## src/include/safety_interlock_pkg.sv

```systemverilog
// constants for the output interlock: register map, fields, mode codes
// assumes a 32-bit axi4-lite register bus and byte addressing
`default_nettype none
package safety_interlock_pkg;
    // register byte offsets
    localparam logic [31:0] CFG_OFFSET = 32'h0000_0000;
    localparam logic [31:0] STATUS_OFFSET = 32'h0000_0004;
    // config register field positions
    localparam int CFG_BUS_EN_BIT = 0;
    localparam int CFG_PERMIT_BIT = 1;
    localparam int CFG_PIN17_BIT = 2;
    localparam int CFG_DIR_LSB = 4;
    localparam int CFG_STOP_LSB = 8;
    // bus enable: 0 follows permit, 1 always on
    localparam logic BUS_EN_PERMIT = 1'h0;
    localparam logic BUS_EN_ALWAYS = 1'h1;
    // permit source: 0 ignores pump, 1 needs pump healthy
    localparam logic PERMIT_NO_PUMP = 1'h0;
    localparam logic PERMIT_WITH_PUMP = 1'h1;
    // pin 17 source: 0 pass select-in, 1 show permit
    localparam logic PIN17_NORMAL = 1'h0;
    localparam logic PIN17_PERMIT = 1'h1;
    // data bus direction codes
    localparam logic [1:0] DIR_OUT = 2'h0;
    localparam logic [1:0] DIR_DYNAMIC = 2'h1;
    localparam logic [1:0] DIR_IN = 2'h2;
    // stop mode codes
    localparam logic [1:0] STOP_NORMAL = 2'h0;
    localparam logic [1:0] STOP_DAISY = 2'h1;
    localparam logic [1:0] STOP_OPEN = 2'h2;
    // config reset value: direction out, normal stop, no pump
    localparam logic [31:0] CFG_RESET = 32'h0000_0000;
    localparam logic [31:0] CFG_WMASK = 32'h0000_0337;
    // axi responses
    localparam logic [1:0] RESP_OKAY = 2'h0;
    localparam logic [1:0] RESP_DECERR = 2'h3;
endpackage
`default_nettype wire

```

## src/include/interlock_cfg_if.sv

```systemverilog
// config and status carried between register slave and interlock core
// assumes both sides run on the same system clock
`timescale 1ns/10ps
`default_nettype none
interface interlock_cfg_if;
    logic bus_enable_select;
    logic permit_source_select;
    logic pin17_source_select;
    logic [1:0] bus_direction_select;
    logic [1:0] stop_mode_select;
    logic [7:0] status;
    // register side drives config, reads status
    modport regs (
        output bus_enable_select, permit_source_select,
        output pin17_source_select, bus_direction_select,
        output stop_mode_select,
        input status
    );
    // core side reads config, drives status
    modport core (
        input bus_enable_select, permit_source_select,
        input pin17_source_select, bus_direction_select,
        input stop_mode_select,
        output status
    );
endinterface
`default_nettype wire

```

## src/logic/interlock_regs.sv

```systemverilog
// axi4-lite slave holding the selection register and a status view
// assumes one write and one read at most under way at a time
`timescale 1ns/10ps
`default_nettype none
module interlock_regs (
    input wire logic clk,
    input wire logic rst,
    // write channels
    input wire logic [31:0] awaddr,
    input wire logic awvalid,
    output logic awready,
    input wire logic [31:0] wdata,
    input wire logic [3:0] wstrb,
    input wire logic wvalid,
    output logic wready,
    output logic [1:0] bresp,
    output logic bvalid,
    input wire logic bready,
    // read channels
    input wire logic [31:0] araddr,
    input wire logic arvalid,
    output logic arready,
    output logic [31:0] rdata,
    output logic [1:0] rresp,
    output logic rvalid,
    input wire logic rready,
    // towards the core
    interlock_cfg_if.regs cfg
);
    logic aw_held_reg, w_held_reg;
    logic [31:0] awaddr_reg, wdata_reg, cfg_reg, wmask;
    logic [3:0] wstrb_reg;
    logic do_write;

    // each channel is taken once and held until the response goes
    assign awready = !aw_held_reg && !bvalid;
    assign wready = !w_held_reg && !bvalid;
    assign do_write = aw_held_reg && w_held_reg && !bvalid;
    assign arready = !rvalid;

    always_ff @(posedge clk or posedge rst) begin
        if (rst) begin
            aw_held_reg <= 1'b0;
            w_held_reg <= 1'b0;
            awaddr_reg <= 32'h0000_0000;
            wdata_reg <= 32'h0000_0000;
            wstrb_reg <= 4'h0;
        end else begin
            if (awvalid && awready) begin
                aw_held_reg <= 1'b1;
                awaddr_reg <= awaddr;
            end else if (do_write) begin
                aw_held_reg <= 1'b0;
            end
            if (wvalid && wready) begin
                w_held_reg <= 1'b1;
                wdata_reg <= wdata;
                wstrb_reg <= wstrb;
            end else if (do_write) begin
                w_held_reg <= 1'b0;
            end
        end
    end

    // byte strobes widen to a bit mask, limited to defined fields
    assign wmask = {{8{wstrb_reg[3]}}, {8{wstrb_reg[2]}},
        {8{wstrb_reg[1]}}, {8{wstrb_reg[0]}}}
        & safety_interlock_pkg::CFG_WMASK;

    // config store and write response
    always_ff @(posedge clk or posedge rst) begin
        if (rst) begin
            cfg_reg <= safety_interlock_pkg::CFG_RESET;
            bvalid <= 1'b0;
            bresp <= safety_interlock_pkg::RESP_OKAY;
        end else if (do_write) begin
            bvalid <= 1'b1;
            if (awaddr_reg[31:2] == safety_interlock_pkg::CFG_OFFSET[31:2])
            begin
                cfg_reg <= (cfg_reg & ~wmask) | (wdata_reg & wmask);
                bresp <= safety_interlock_pkg::RESP_OKAY;
            end else if (awaddr_reg[31:2]
                == safety_interlock_pkg::STATUS_OFFSET[31:2]) begin
                bresp <= safety_interlock_pkg::RESP_OKAY;
            end else begin
                bresp <= safety_interlock_pkg::RESP_DECERR;
            end
        end else if (bvalid && bready) begin
            bvalid <= 1'b0;
        end
    end

    // read answer one cycle after the address is taken
    always_ff @(posedge clk or posedge rst) begin
        if (rst) begin
            rvalid <= 1'b0;
            rdata <= 32'h0000_0000;
            rresp <= safety_interlock_pkg::RESP_OKAY;
        end else if (arvalid && arready) begin
            rvalid <= 1'b1;
            rresp <= safety_interlock_pkg::RESP_OKAY;
            if (araddr[31:2] == safety_interlock_pkg::CFG_OFFSET[31:2]) begin
                rdata <= cfg_reg;
            end else if (araddr[31:2]
                == safety_interlock_pkg::STATUS_OFFSET[31:2]) begin
                rdata <= {24'h00_0000, cfg.status};
            end else begin
                rdata <= 32'h0000_0000;
                rresp <= safety_interlock_pkg::RESP_DECERR;
            end
        end else if (rvalid && rready) begin
            rvalid <= 1'b0;
        end
    end

    // fields out to the core
    assign cfg.bus_enable_select =
        cfg_reg[safety_interlock_pkg::CFG_BUS_EN_BIT];
    assign cfg.permit_source_select =
        cfg_reg[safety_interlock_pkg::CFG_PERMIT_BIT];
    assign cfg.pin17_source_select =
        cfg_reg[safety_interlock_pkg::CFG_PIN17_BIT];
    assign cfg.bus_direction_select =
        cfg_reg[safety_interlock_pkg::CFG_DIR_LSB +: 2];
    assign cfg.stop_mode_select =
        cfg_reg[safety_interlock_pkg::CFG_STOP_LSB +: 2];
endmodule // interlock_regs
`default_nettype wire

```

## src/logic/safety_output_interlock.sv

```systemverilog
// interlock and routing between a pc parallel port and machine terminals
// assumes pins are asynchronous and settings change only while idle
`timescale 1ns/10ps
`default_nettype none
module safety_output_interlock (
    // clock and reset
    input wire logic SYS_CLK,
    input wire logic RST,
    // axi4-lite write
    input wire logic [31:0] AWADDR,
    input wire logic AWVALID,
    output logic AWREADY,
    input wire logic [31:0] WDATA,
    input wire logic [3:0] WSTRB,
    input wire logic WVALID,
    output logic WREADY,
    output logic [1:0] BRESP,
    output logic BVALID,
    input wire logic BREADY,
    // axi4-lite read
    input wire logic [31:0] ARADDR,
    input wire logic ARVALID,
    output logic ARREADY,
    output logic [31:0] RDATA,
    output logic [1:0] RRESP,
    output logic RVALID,
    input wire logic RREADY,
    // machine-side safety inputs
    input wire logic ESTOP,
    input wire logic FAULT_N,
    input wire logic FAULT_DRIVEN,
    input wire logic PUMP_HEALTHY,
    // pc control lines
    input wire logic SELECT_IN_N,
    input wire logic AUTO_FEED_N,
    input wire logic INIT_N,
    input wire logic STROBE_N,
    // pc data bus, two-way
    input wire logic [7:0] PC_DATA_IN,
    output logic [7:0] PC_DATA_OUT,
    output logic [7:0] PC_DATA_OE,
    // machine data bus, two-way
    input wire logic [7:0] MACH_DATA_IN,
    output logic [7:0] MACH_DATA_OUT,
    output logic [7:0] MACH_DATA_OE,
    // status inputs and their copy to the pc
    input wire logic [3:0] STATUS_IN,
    output logic [3:0] STATUS_TO_PC,
    output logic ACK_TO_PC,
    // control outputs: 0 auto feed, 1 init, 2 pin 17
    output logic [2:0] CTRL_OUT,
    output logic [2:0] CTRL_OE,
    output logic PUMP_DRIVE,
    output logic RELAY_DRIVE,
    // indicators
    output logic [7:0] DATA_LED,
    output logic [3:0] STATUS_LED,
    output logic [2:0] CTRL_LED,
    output logic OUTPUTS_ENABLED_LED,
    output logic RELAY_LED,
    output logic STOP_ACTIVE_LED
);
    ////////////////////////////////////////////////////////////////////
    // input synchronisers
    localparam int NUM_PINS = 28;
    logic [NUM_PINS-1:0] pin_raw, sync1_reg, sync2_reg;
    logic s_estop, s_fault_n, s_fault_driven, s_pump;
    logic s_selin, s_autofeed, s_init, s_strobe;
    logic [3:0] s_status;
    logic [7:0] s_pc_data, s_mach_data;

    assign pin_raw = {ESTOP, FAULT_N, FAULT_DRIVEN, PUMP_HEALTHY,
        SELECT_IN_N, AUTO_FEED_N, INIT_N, STROBE_N, STATUS_IN,
        PC_DATA_IN, MACH_DATA_IN};

    // two flops per pin; the first is seen only by the second
    genvar gi;
    generate
        for (gi = 0; gi < NUM_PINS; gi = gi + 1) begin : g_sync
            always_ff @(posedge SYS_CLK or posedge RST) begin
                if (RST) begin
                    sync1_reg[gi] <= 1'b0;
                    sync2_reg[gi] <= 1'b0;
                end else begin
                    sync1_reg[gi] <= pin_raw[gi];
                    sync2_reg[gi] <= sync1_reg[gi];
                end
            end
        end
    endgenerate

    assign {s_estop, s_fault_n, s_fault_driven, s_pump, s_selin,
        s_autofeed, s_init, s_strobe, s_status, s_pc_data,
        s_mach_data} = sync2_reg;

    ////////////////////////////////////////////////////////////////////
    // register slave
    interlock_cfg_if cfg_bus ();

    interlock_regs u_regs (
        .clk(SYS_CLK),
        .rst(RST),
        .awaddr(AWADDR),
        .awvalid(AWVALID),
        .awready(AWREADY),
        .wdata(WDATA),
        .wstrb(WSTRB),
        .wvalid(WVALID),
        .wready(WREADY),
        .bresp(BRESP),
        .bvalid(BVALID),
        .bready(BREADY),
        .araddr(ARADDR),
        .arvalid(ARVALID),
        .arready(ARREADY),
        .rdata(RDATA),
        .rresp(RRESP),
        .rvalid(RVALID),
        .rready(RREADY),
        .cfg(cfg_bus.regs)
    );

    ////////////////////////////////////////////////////////////////////
    // permit and routing, all combinational
    logic stop_normal, stop_daisy, fault_level, fault_active;
    logic stop_blocks, permit, bus_en, dir_out, pin17_permit;
    logic ack_next, pin17_val, pin17_oe;
    logic [7:0] line_level;

    assign stop_normal = cfg_bus.stop_mode_select
        == safety_interlock_pkg::STOP_NORMAL;
    assign stop_daisy = cfg_bus.stop_mode_select
        == safety_interlock_pkg::STOP_DAISY;

    // undriven fault pin resolves per stop mode
    // daisy pulls low (fault), others pull high (no fault)
    assign fault_level = s_fault_driven ? s_fault_n : !stop_daisy;
    assign fault_active = !fault_level;

    // estop only blocks outputs in normal mode
    assign stop_blocks = stop_normal && s_estop;

    // permit from fault, stop and pump
    assign permit = !fault_active && !stop_blocks
        && (cfg_bus.permit_source_select
            == safety_interlock_pkg::PERMIT_NO_PUMP || s_pump);

    assign bus_en = (cfg_bus.bus_enable_select
        == safety_interlock_pkg::BUS_EN_ALWAYS) || permit;

    // direction; high select-in means towards machine
    always_comb begin
        unique case (cfg_bus.bus_direction_select)
            safety_interlock_pkg::DIR_OUT: dir_out = 1'b1;
            safety_interlock_pkg::DIR_DYNAMIC: dir_out = s_selin;
            safety_interlock_pkg::DIR_IN: dir_out = 1'b0;
            default: dir_out = 1'b1; // unused code, safest is output
        endcase
    end

    // ack high on stop, and on fault in normal mode
    assign ack_next = s_estop || (stop_normal && fault_active);

    assign pin17_permit = cfg_bus.pin17_source_select
        == safety_interlock_pkg::PIN17_PERMIT;
    assign pin17_val = pin17_permit ? permit : s_selin;
    // permit mode keeps driving so the pin falls low on loss of permit
    assign pin17_oe = pin17_permit || permit;

    // level seen on the machine-side data terminals
    assign line_level = dir_out ? s_pc_data : s_mach_data;

    ////////////////////////////////////////////////////////////////////
    // data bus drivers
    always_ff @(posedge SYS_CLK or posedge RST) begin
        if (RST) begin
            PC_DATA_OUT <= 8'h00;
            PC_DATA_OE <= 8'h00;
            MACH_DATA_OUT <= 8'h00;
            MACH_DATA_OE <= 8'h00;
        end else begin
            // one side drives while the bus is enabled, the other listens
            MACH_DATA_OUT <= s_pc_data;
            PC_DATA_OUT <= s_mach_data;
            MACH_DATA_OE <= {8{bus_en && dir_out}};
            PC_DATA_OE <= {8{bus_en && !dir_out}};
        end
    end

    // control outputs, pump feed, relay and ack
    always_ff @(posedge SYS_CLK or posedge RST) begin
        if (RST) begin
            CTRL_OUT <= 3'h0;
            CTRL_OE <= 3'h0;
            PUMP_DRIVE <= 1'b0;
            RELAY_DRIVE <= 1'b0;
            ACK_TO_PC <= 1'b0;
            STATUS_TO_PC <= 4'h0;
        end else begin
            CTRL_OUT <= {pin17_val, s_init, s_autofeed};
            CTRL_OE <= {pin17_oe, permit, permit};
            PUMP_DRIVE <= s_selin;
            RELAY_DRIVE <= s_strobe;
            ACK_TO_PC <= ack_next;
            STATUS_TO_PC <= s_status;
        end
    end

    // indicators; an undriven control terminal floats low
    always_ff @(posedge SYS_CLK or posedge RST) begin
        if (RST) begin
            DATA_LED <= 8'h00;
            STATUS_LED <= 4'h0;
            CTRL_LED <= 3'h0;
            OUTPUTS_ENABLED_LED <= 1'b0;
            RELAY_LED <= 1'b0;
            STOP_ACTIVE_LED <= 1'b0;
        end else begin
            DATA_LED <= ~line_level;
            STATUS_LED <= ~s_status;
            CTRL_LED <= {pin17_oe && pin17_val, permit && s_init,
                permit && s_autofeed};
            OUTPUTS_ENABLED_LED <= permit;
            RELAY_LED <= s_strobe;
            STOP_ACTIVE_LED <= s_estop || (stop_normal && fault_active);
        end
    end

    // status word for software
    assign cfg_bus.status = {1'b0, ACK_TO_PC, dir_out, bus_en, s_pump,
        fault_active, s_estop, permit};

    ////////////////////////////////////////////////////////////////////
    // checks
    property p_bus_always;
        @(posedge SYS_CLK) disable iff (RST)
        (cfg_bus.bus_enable_select && dir_out) |=> (MACH_DATA_OE == 8'hFF);
    endproperty
    a_bus_always: assert property (p_bus_always)
        else $error("data buffers off in always mode");

    property p_bus_permit;
        @(posedge SYS_CLK) disable iff (RST)
        (!cfg_bus.bus_enable_select && !permit)
            |=> (MACH_DATA_OE == 8'h00) && (PC_DATA_OE == 8'h00);
    endproperty
    a_bus_permit: assert property (p_bus_permit)
        else $error("data buffers on without permit");

    property p_permit_no_pump;
        @(posedge SYS_CLK) disable iff (RST)
        (!cfg_bus.permit_source_select && s_fault_driven && s_fault_n
            && !stop_blocks) |=> OUTPUTS_ENABLED_LED && CTRL_OE[0];
    endproperty
    a_permit_no_pump: assert property (p_permit_no_pump)
        else $error("permit withheld without fault");

    property p_permit_pump;
        @(posedge SYS_CLK) disable iff (RST)
        (cfg_bus.permit_source_select && !s_pump) |=> !OUTPUTS_ENABLED_LED;
    endproperty
    a_permit_pump: assert property (p_permit_pump)
        else $error("permit given with pump unhealthy");

    property p_pin17_normal;
        @(posedge SYS_CLK) disable iff (RST)
        !pin17_permit |=> CTRL_OUT[2] == $past(s_selin)
            && PUMP_DRIVE == CTRL_OUT[2];
    endproperty
    a_pin17_normal: assert property (p_pin17_normal)
        else $error("pin 17 not following select-in");

    property p_pin17_permit;
        @(posedge SYS_CLK) disable iff (RST)
        pin17_permit |=> CTRL_OE[2] && CTRL_OUT[2] == OUTPUTS_ENABLED_LED;
    endproperty
    a_pin17_permit: assert property (p_pin17_permit)
        else $error("pin 17 not showing permit");

    property p_dir_dynamic;
        @(posedge SYS_CLK) disable iff (RST)
        (cfg_bus.bus_direction_select == safety_interlock_pkg::DIR_DYNAMIC
            && bus_en) |=> MACH_DATA_OE[0] == $past(s_selin);
    endproperty
    a_dir_dynamic: assert property (p_dir_dynamic)
        else $error("direction not following select-in");

    property p_dir_in;
        @(posedge SYS_CLK) disable iff (RST)
        (cfg_bus.bus_direction_select == safety_interlock_pkg::DIR_IN)
            |=> MACH_DATA_OE == 8'h00 && PC_DATA_OUT == $past(s_mach_data);
    endproperty
    a_dir_in: assert property (p_dir_in)
        else $error("input direction drives machine side");

    property p_ack_gp;
        @(posedge SYS_CLK) disable iff (RST)
        !stop_normal ##1 !$past(stop_normal) |-> ACK_TO_PC == $past(s_estop);
    endproperty
    a_ack_gp: assert property (p_ack_gp)
        else $error("ack not a copy of estop");

    property p_ack_normal;
        @(posedge SYS_CLK) disable iff (RST)
        stop_normal |=> ACK_TO_PC == ($past(s_estop) || $past(fault_active));
    endproperty
    a_ack_normal: assert property (p_ack_normal)
        else $error("ack not stop or fault in normal mode");

    property p_daisy_float;
        @(posedge SYS_CLK) disable iff (RST)
        (stop_daisy && !s_fault_driven) |=> !OUTPUTS_ENABLED_LED
            && CTRL_OE[1:0] == 2'h0;
    endproperty
    a_daisy_float: assert property (p_daisy_float)
        else $error("floating fault not active in daisy mode");
endmodule // safety_output_interlock
`default_nettype wire

```

## config.mk

```make
export PLATFORM = sky130hd
export DESIGN_NAME = safety_output_interlock
export DESIGN_NICKNAME = d
export VERILOG_FILES = /design/src/include/safety_interlock_pkg.sv /design/src/include/interlock_cfg_if.sv /design/src/logic/interlock_regs.sv /design/src/logic/safety_output_interlock.sv
export SDC_FILE = /design/constraint.sdc
export NUM_CORES = 1
export LEC_CHECK = 0
export BUFFER_PORTS_ARGS = -buffer_cell sky130_fd_sc_hd__buf_4
export CORE_MARGIN = 1.5
export CORE_UTILIZATION = 49
export CTS_BUF_LIST = sky130_fd_sc_hd__clkbuf_8
export DETAILED_ROUTE_END_ITERATION = 7
export PLACE_DENSITY = 0.94
export SYNTH_ARGS = -nofsm -noshare
export SYNTH_HDL_FRONTEND = slang
export SYNTH_SLANG_ARGS = --single-unit
```

## constraint.sdc

```tcl
create_clock -name SYS_CLK -period 5.8 [get_ports SYS_CLK]
set_input_delay 0.58 -clock SYS_CLK [delete_from_list [all_inputs] [get_ports SYS_CLK]]
set_output_delay 0.58 -clock SYS_CLK [all_outputs]
set_load 0.05 [all_outputs]
```

==> flow_summary.ini <==
[cts]
hold_buffers = 0
root_buffer = clkbuf_8
post_cts_resized = 0
numCtsBuffers = 17
clockBufferDepth = 2
clock_latency_ns = 0.44
cts.clk_slew.worst_paths_ns = 0.09
clkSinkCount = 162
h-tree-depth = 4
cts_setup_buffers = 0
cts_tree = done

[detailed_routing]
wirelength_um = 10800
vias = 3392
ant_nets = 0
drc = 0
drt-wirelength-per-cell_um = 15.6
drt_iter0_drc = 100
first_pass_iters = 4
vias_per_cell = 4.91

[power_and_ir_drop]
power.density_mw_per_mm2 = 396
p_leak_uw = 0.00366
fin_total_pwr_uw = 2940
ir_drop_v = 0.000271

[global_route]
grt_antenna_before_repair = 0
met2_usage_pct = 33.6
use_met1_pct = 19.0
gr-usage-met3_pct = 6.41
grt_pass1_vias = 3538
busiest_layer = met2
grt_pass1_wl_um = 16500
grt_max_degree = 90
grt_usage_pct = 18.4
overflow = 0

[timing]
skew_ns = 0.00737
fin_crit_ns = 2.18
report.final.slew_viol_count = 0
rsz0062_at_grt = false
hold_viol_final = 0
max_freq_mhz = 458
tightest_slew_ns = 1.32
slew-limit-headroom_pct = 12.3
setup_viol = 0
fin_setup_tns_ns = 0
fin_crit_sh_pct = 37.7
whs_ns = 0.241

[placed_design]
dpl.hpwl_um = 7970
gp_congestion = 0.764
placed_cell_area_mm2 = 0.00695
portBuffers = 184

[critical_path]
critPathTopFamily = simple AND/OR/NAND/NOR gates
cp-start-kind = flip-flop
critical_path.slowest_cell = and2_1
required_ns = 6.11
critPathMaxFanout = 30
critical_path_buf_inv_count = 0
crit_path_end_kind = flip-flop
setup.worst_path.class = flip-flop to flip-flop
crit_chain = nor2_1 -> and2_1 -> mux2_2
crit_arrival_ns = 2.50
max_stage_delay_ns = 1.03

[layout]
final_common_cell = buf_4
drive_gt1_share_pct = 50.3
largest_reg_flops = 30
n_antenna_cell = 0
seq_area_mm2 = 0.00405
syn_to_final_growth_pct = 31.7
n_fill_cell = 783
layout_common_cells = buf_4, dfrtp_1, mux2_2
stdcell_area_mm2 = 0.00743
multiInputGateArea_mm2 = 0.00129
finish.net_count = 673

[floorplanning]
die_area_mm2 = 0.0122
pin_count = 239
fp.dieH_um = 110
initial_core_util_pct = 51.1
rows = 38
core_region_area_mm2 = 0.0110
die_w_um = 110

[run_status]
outcome = completed

[synth]
yosys_warnings = 0
netlist_area_mm2 = 0.00564
ys_ff_latch = 162
avgSynthCellArea_um2 = 15.6
synth_cell_types = 36
synth-seq-area-share_pct = 71.9
syn_inst = 361

[worst_hold_path]
min_path_type = input pin to flip-flop

[flow_run]
maxCapViolCount = 0
cell families (layout without fill, tap and decap cells):
group                  count (synthesis)  after routing  share of synthesized area, %
flip-flops                           162            162                          71.9
multiplexers                          60             60                          11.7
buffers and inverters                 59            227                          6.85
AND/OR/NAND/NOR                       61             61                          6.77
other                                  1             23                        0.0665
AO/OA/AOI/OAI                         18             18                          2.73
synth_stat cells:
master	count	area share, %
a2111oi_4	1	0.49
a21o_1	1	0.13
a21oi_1	2	0.18
a31oi_1	1	0.11
and2_1	3	0.33
and3_2	1	0.13
and3b_1	1	0.16
and4_1	2	0.31
buf_1	1	0.066
buf_2	3	0.27
buf_4	43	5.7
clkbuf_1	3	0.20
conb_1	1	0.066
dfrtp_1	162	72
inv_1	9	0.60
mux2_2	48	9.6
mux2i_1	12	2.1
nand2_1	13	0.87
nand4_1	1	0.11
nand4_4	2	0.75
nor2_1	11	0.73
nor2_4	1	0.20
nor2b_1	5	0.55
nor3_1	4	0.35
nor3_4	1	0.29
nor3b_1	3	0.40
nor4_1	9	1.0
o21a_1	1	0.13
o21ai_0	2	0.18
o21bai_1	1	0.13
o31ai_1	7	0.93
o41ai_1	1	0.16
o41ai_2	1	0.29
or2_2	1	0.11
or4_1	2	0.27
or4_4	1	0.20
worst paths after layout:
kind | from | slack (ns) | to | cells after the start
min in group asynchronous | RST | 0.28 | sync1_reg[20] | 2
min reg2reg | sync1_reg[10] | 0.35 | s_pc_data[2] | 0
min | PC_DATA_IN[0] | 0.24 | sync1_reg[8] | 1
max | u_regs.bvalid | 3.62 | u_regs.awaddr_reg[3] | 3
max reg2reg | u_regs.bvalid | 3.62 | u_regs.awaddr_reg[3] | 3
max in group asynchronous | RST | 4.11 | DATA_LED[6] | 3
power breakdown:
part	total, uW	leakage (uW)	internal (uW)	switching [uW]
clock	955	0.000240	544	411
combinational	569	0.00149	256	313
sequential	1420	0.00193	1320	99.8
total	2940	0.00366	2120	824
layout make-up:
| type | count | share of cell area (%) |
|---|---|---|
| multi-input combinational | 162 | 17.3 |
| clock inverter | 13 | 2.93 |
| clock buffer | 19 | 3.52 |
| timing repair buffer | 186 | 18.8 |
| inverter | 9 | 0.522 |
| sequential | 162 | 54.6 |
| tap | 140 | 2.36 |
through the flow:
step	utilization, %	instances	worst slack (ns)
after floorplan	-	383	0.843
after global placement	63.0	659	3.65
after detailed placement	63.0	659	3.55
after CTS	67.4	691	3.62
after global routing	67.4	691	3.51
final	67.4	691	3.62
metal layers:
layer,vias up,part of all wire (%)
met5,-,0
met4,0,1.9
met3,18,7.8
met2,144,56
met1,1706,35
li1,1524,-
No activity file was read; power rests on OpenSTA's default activity.
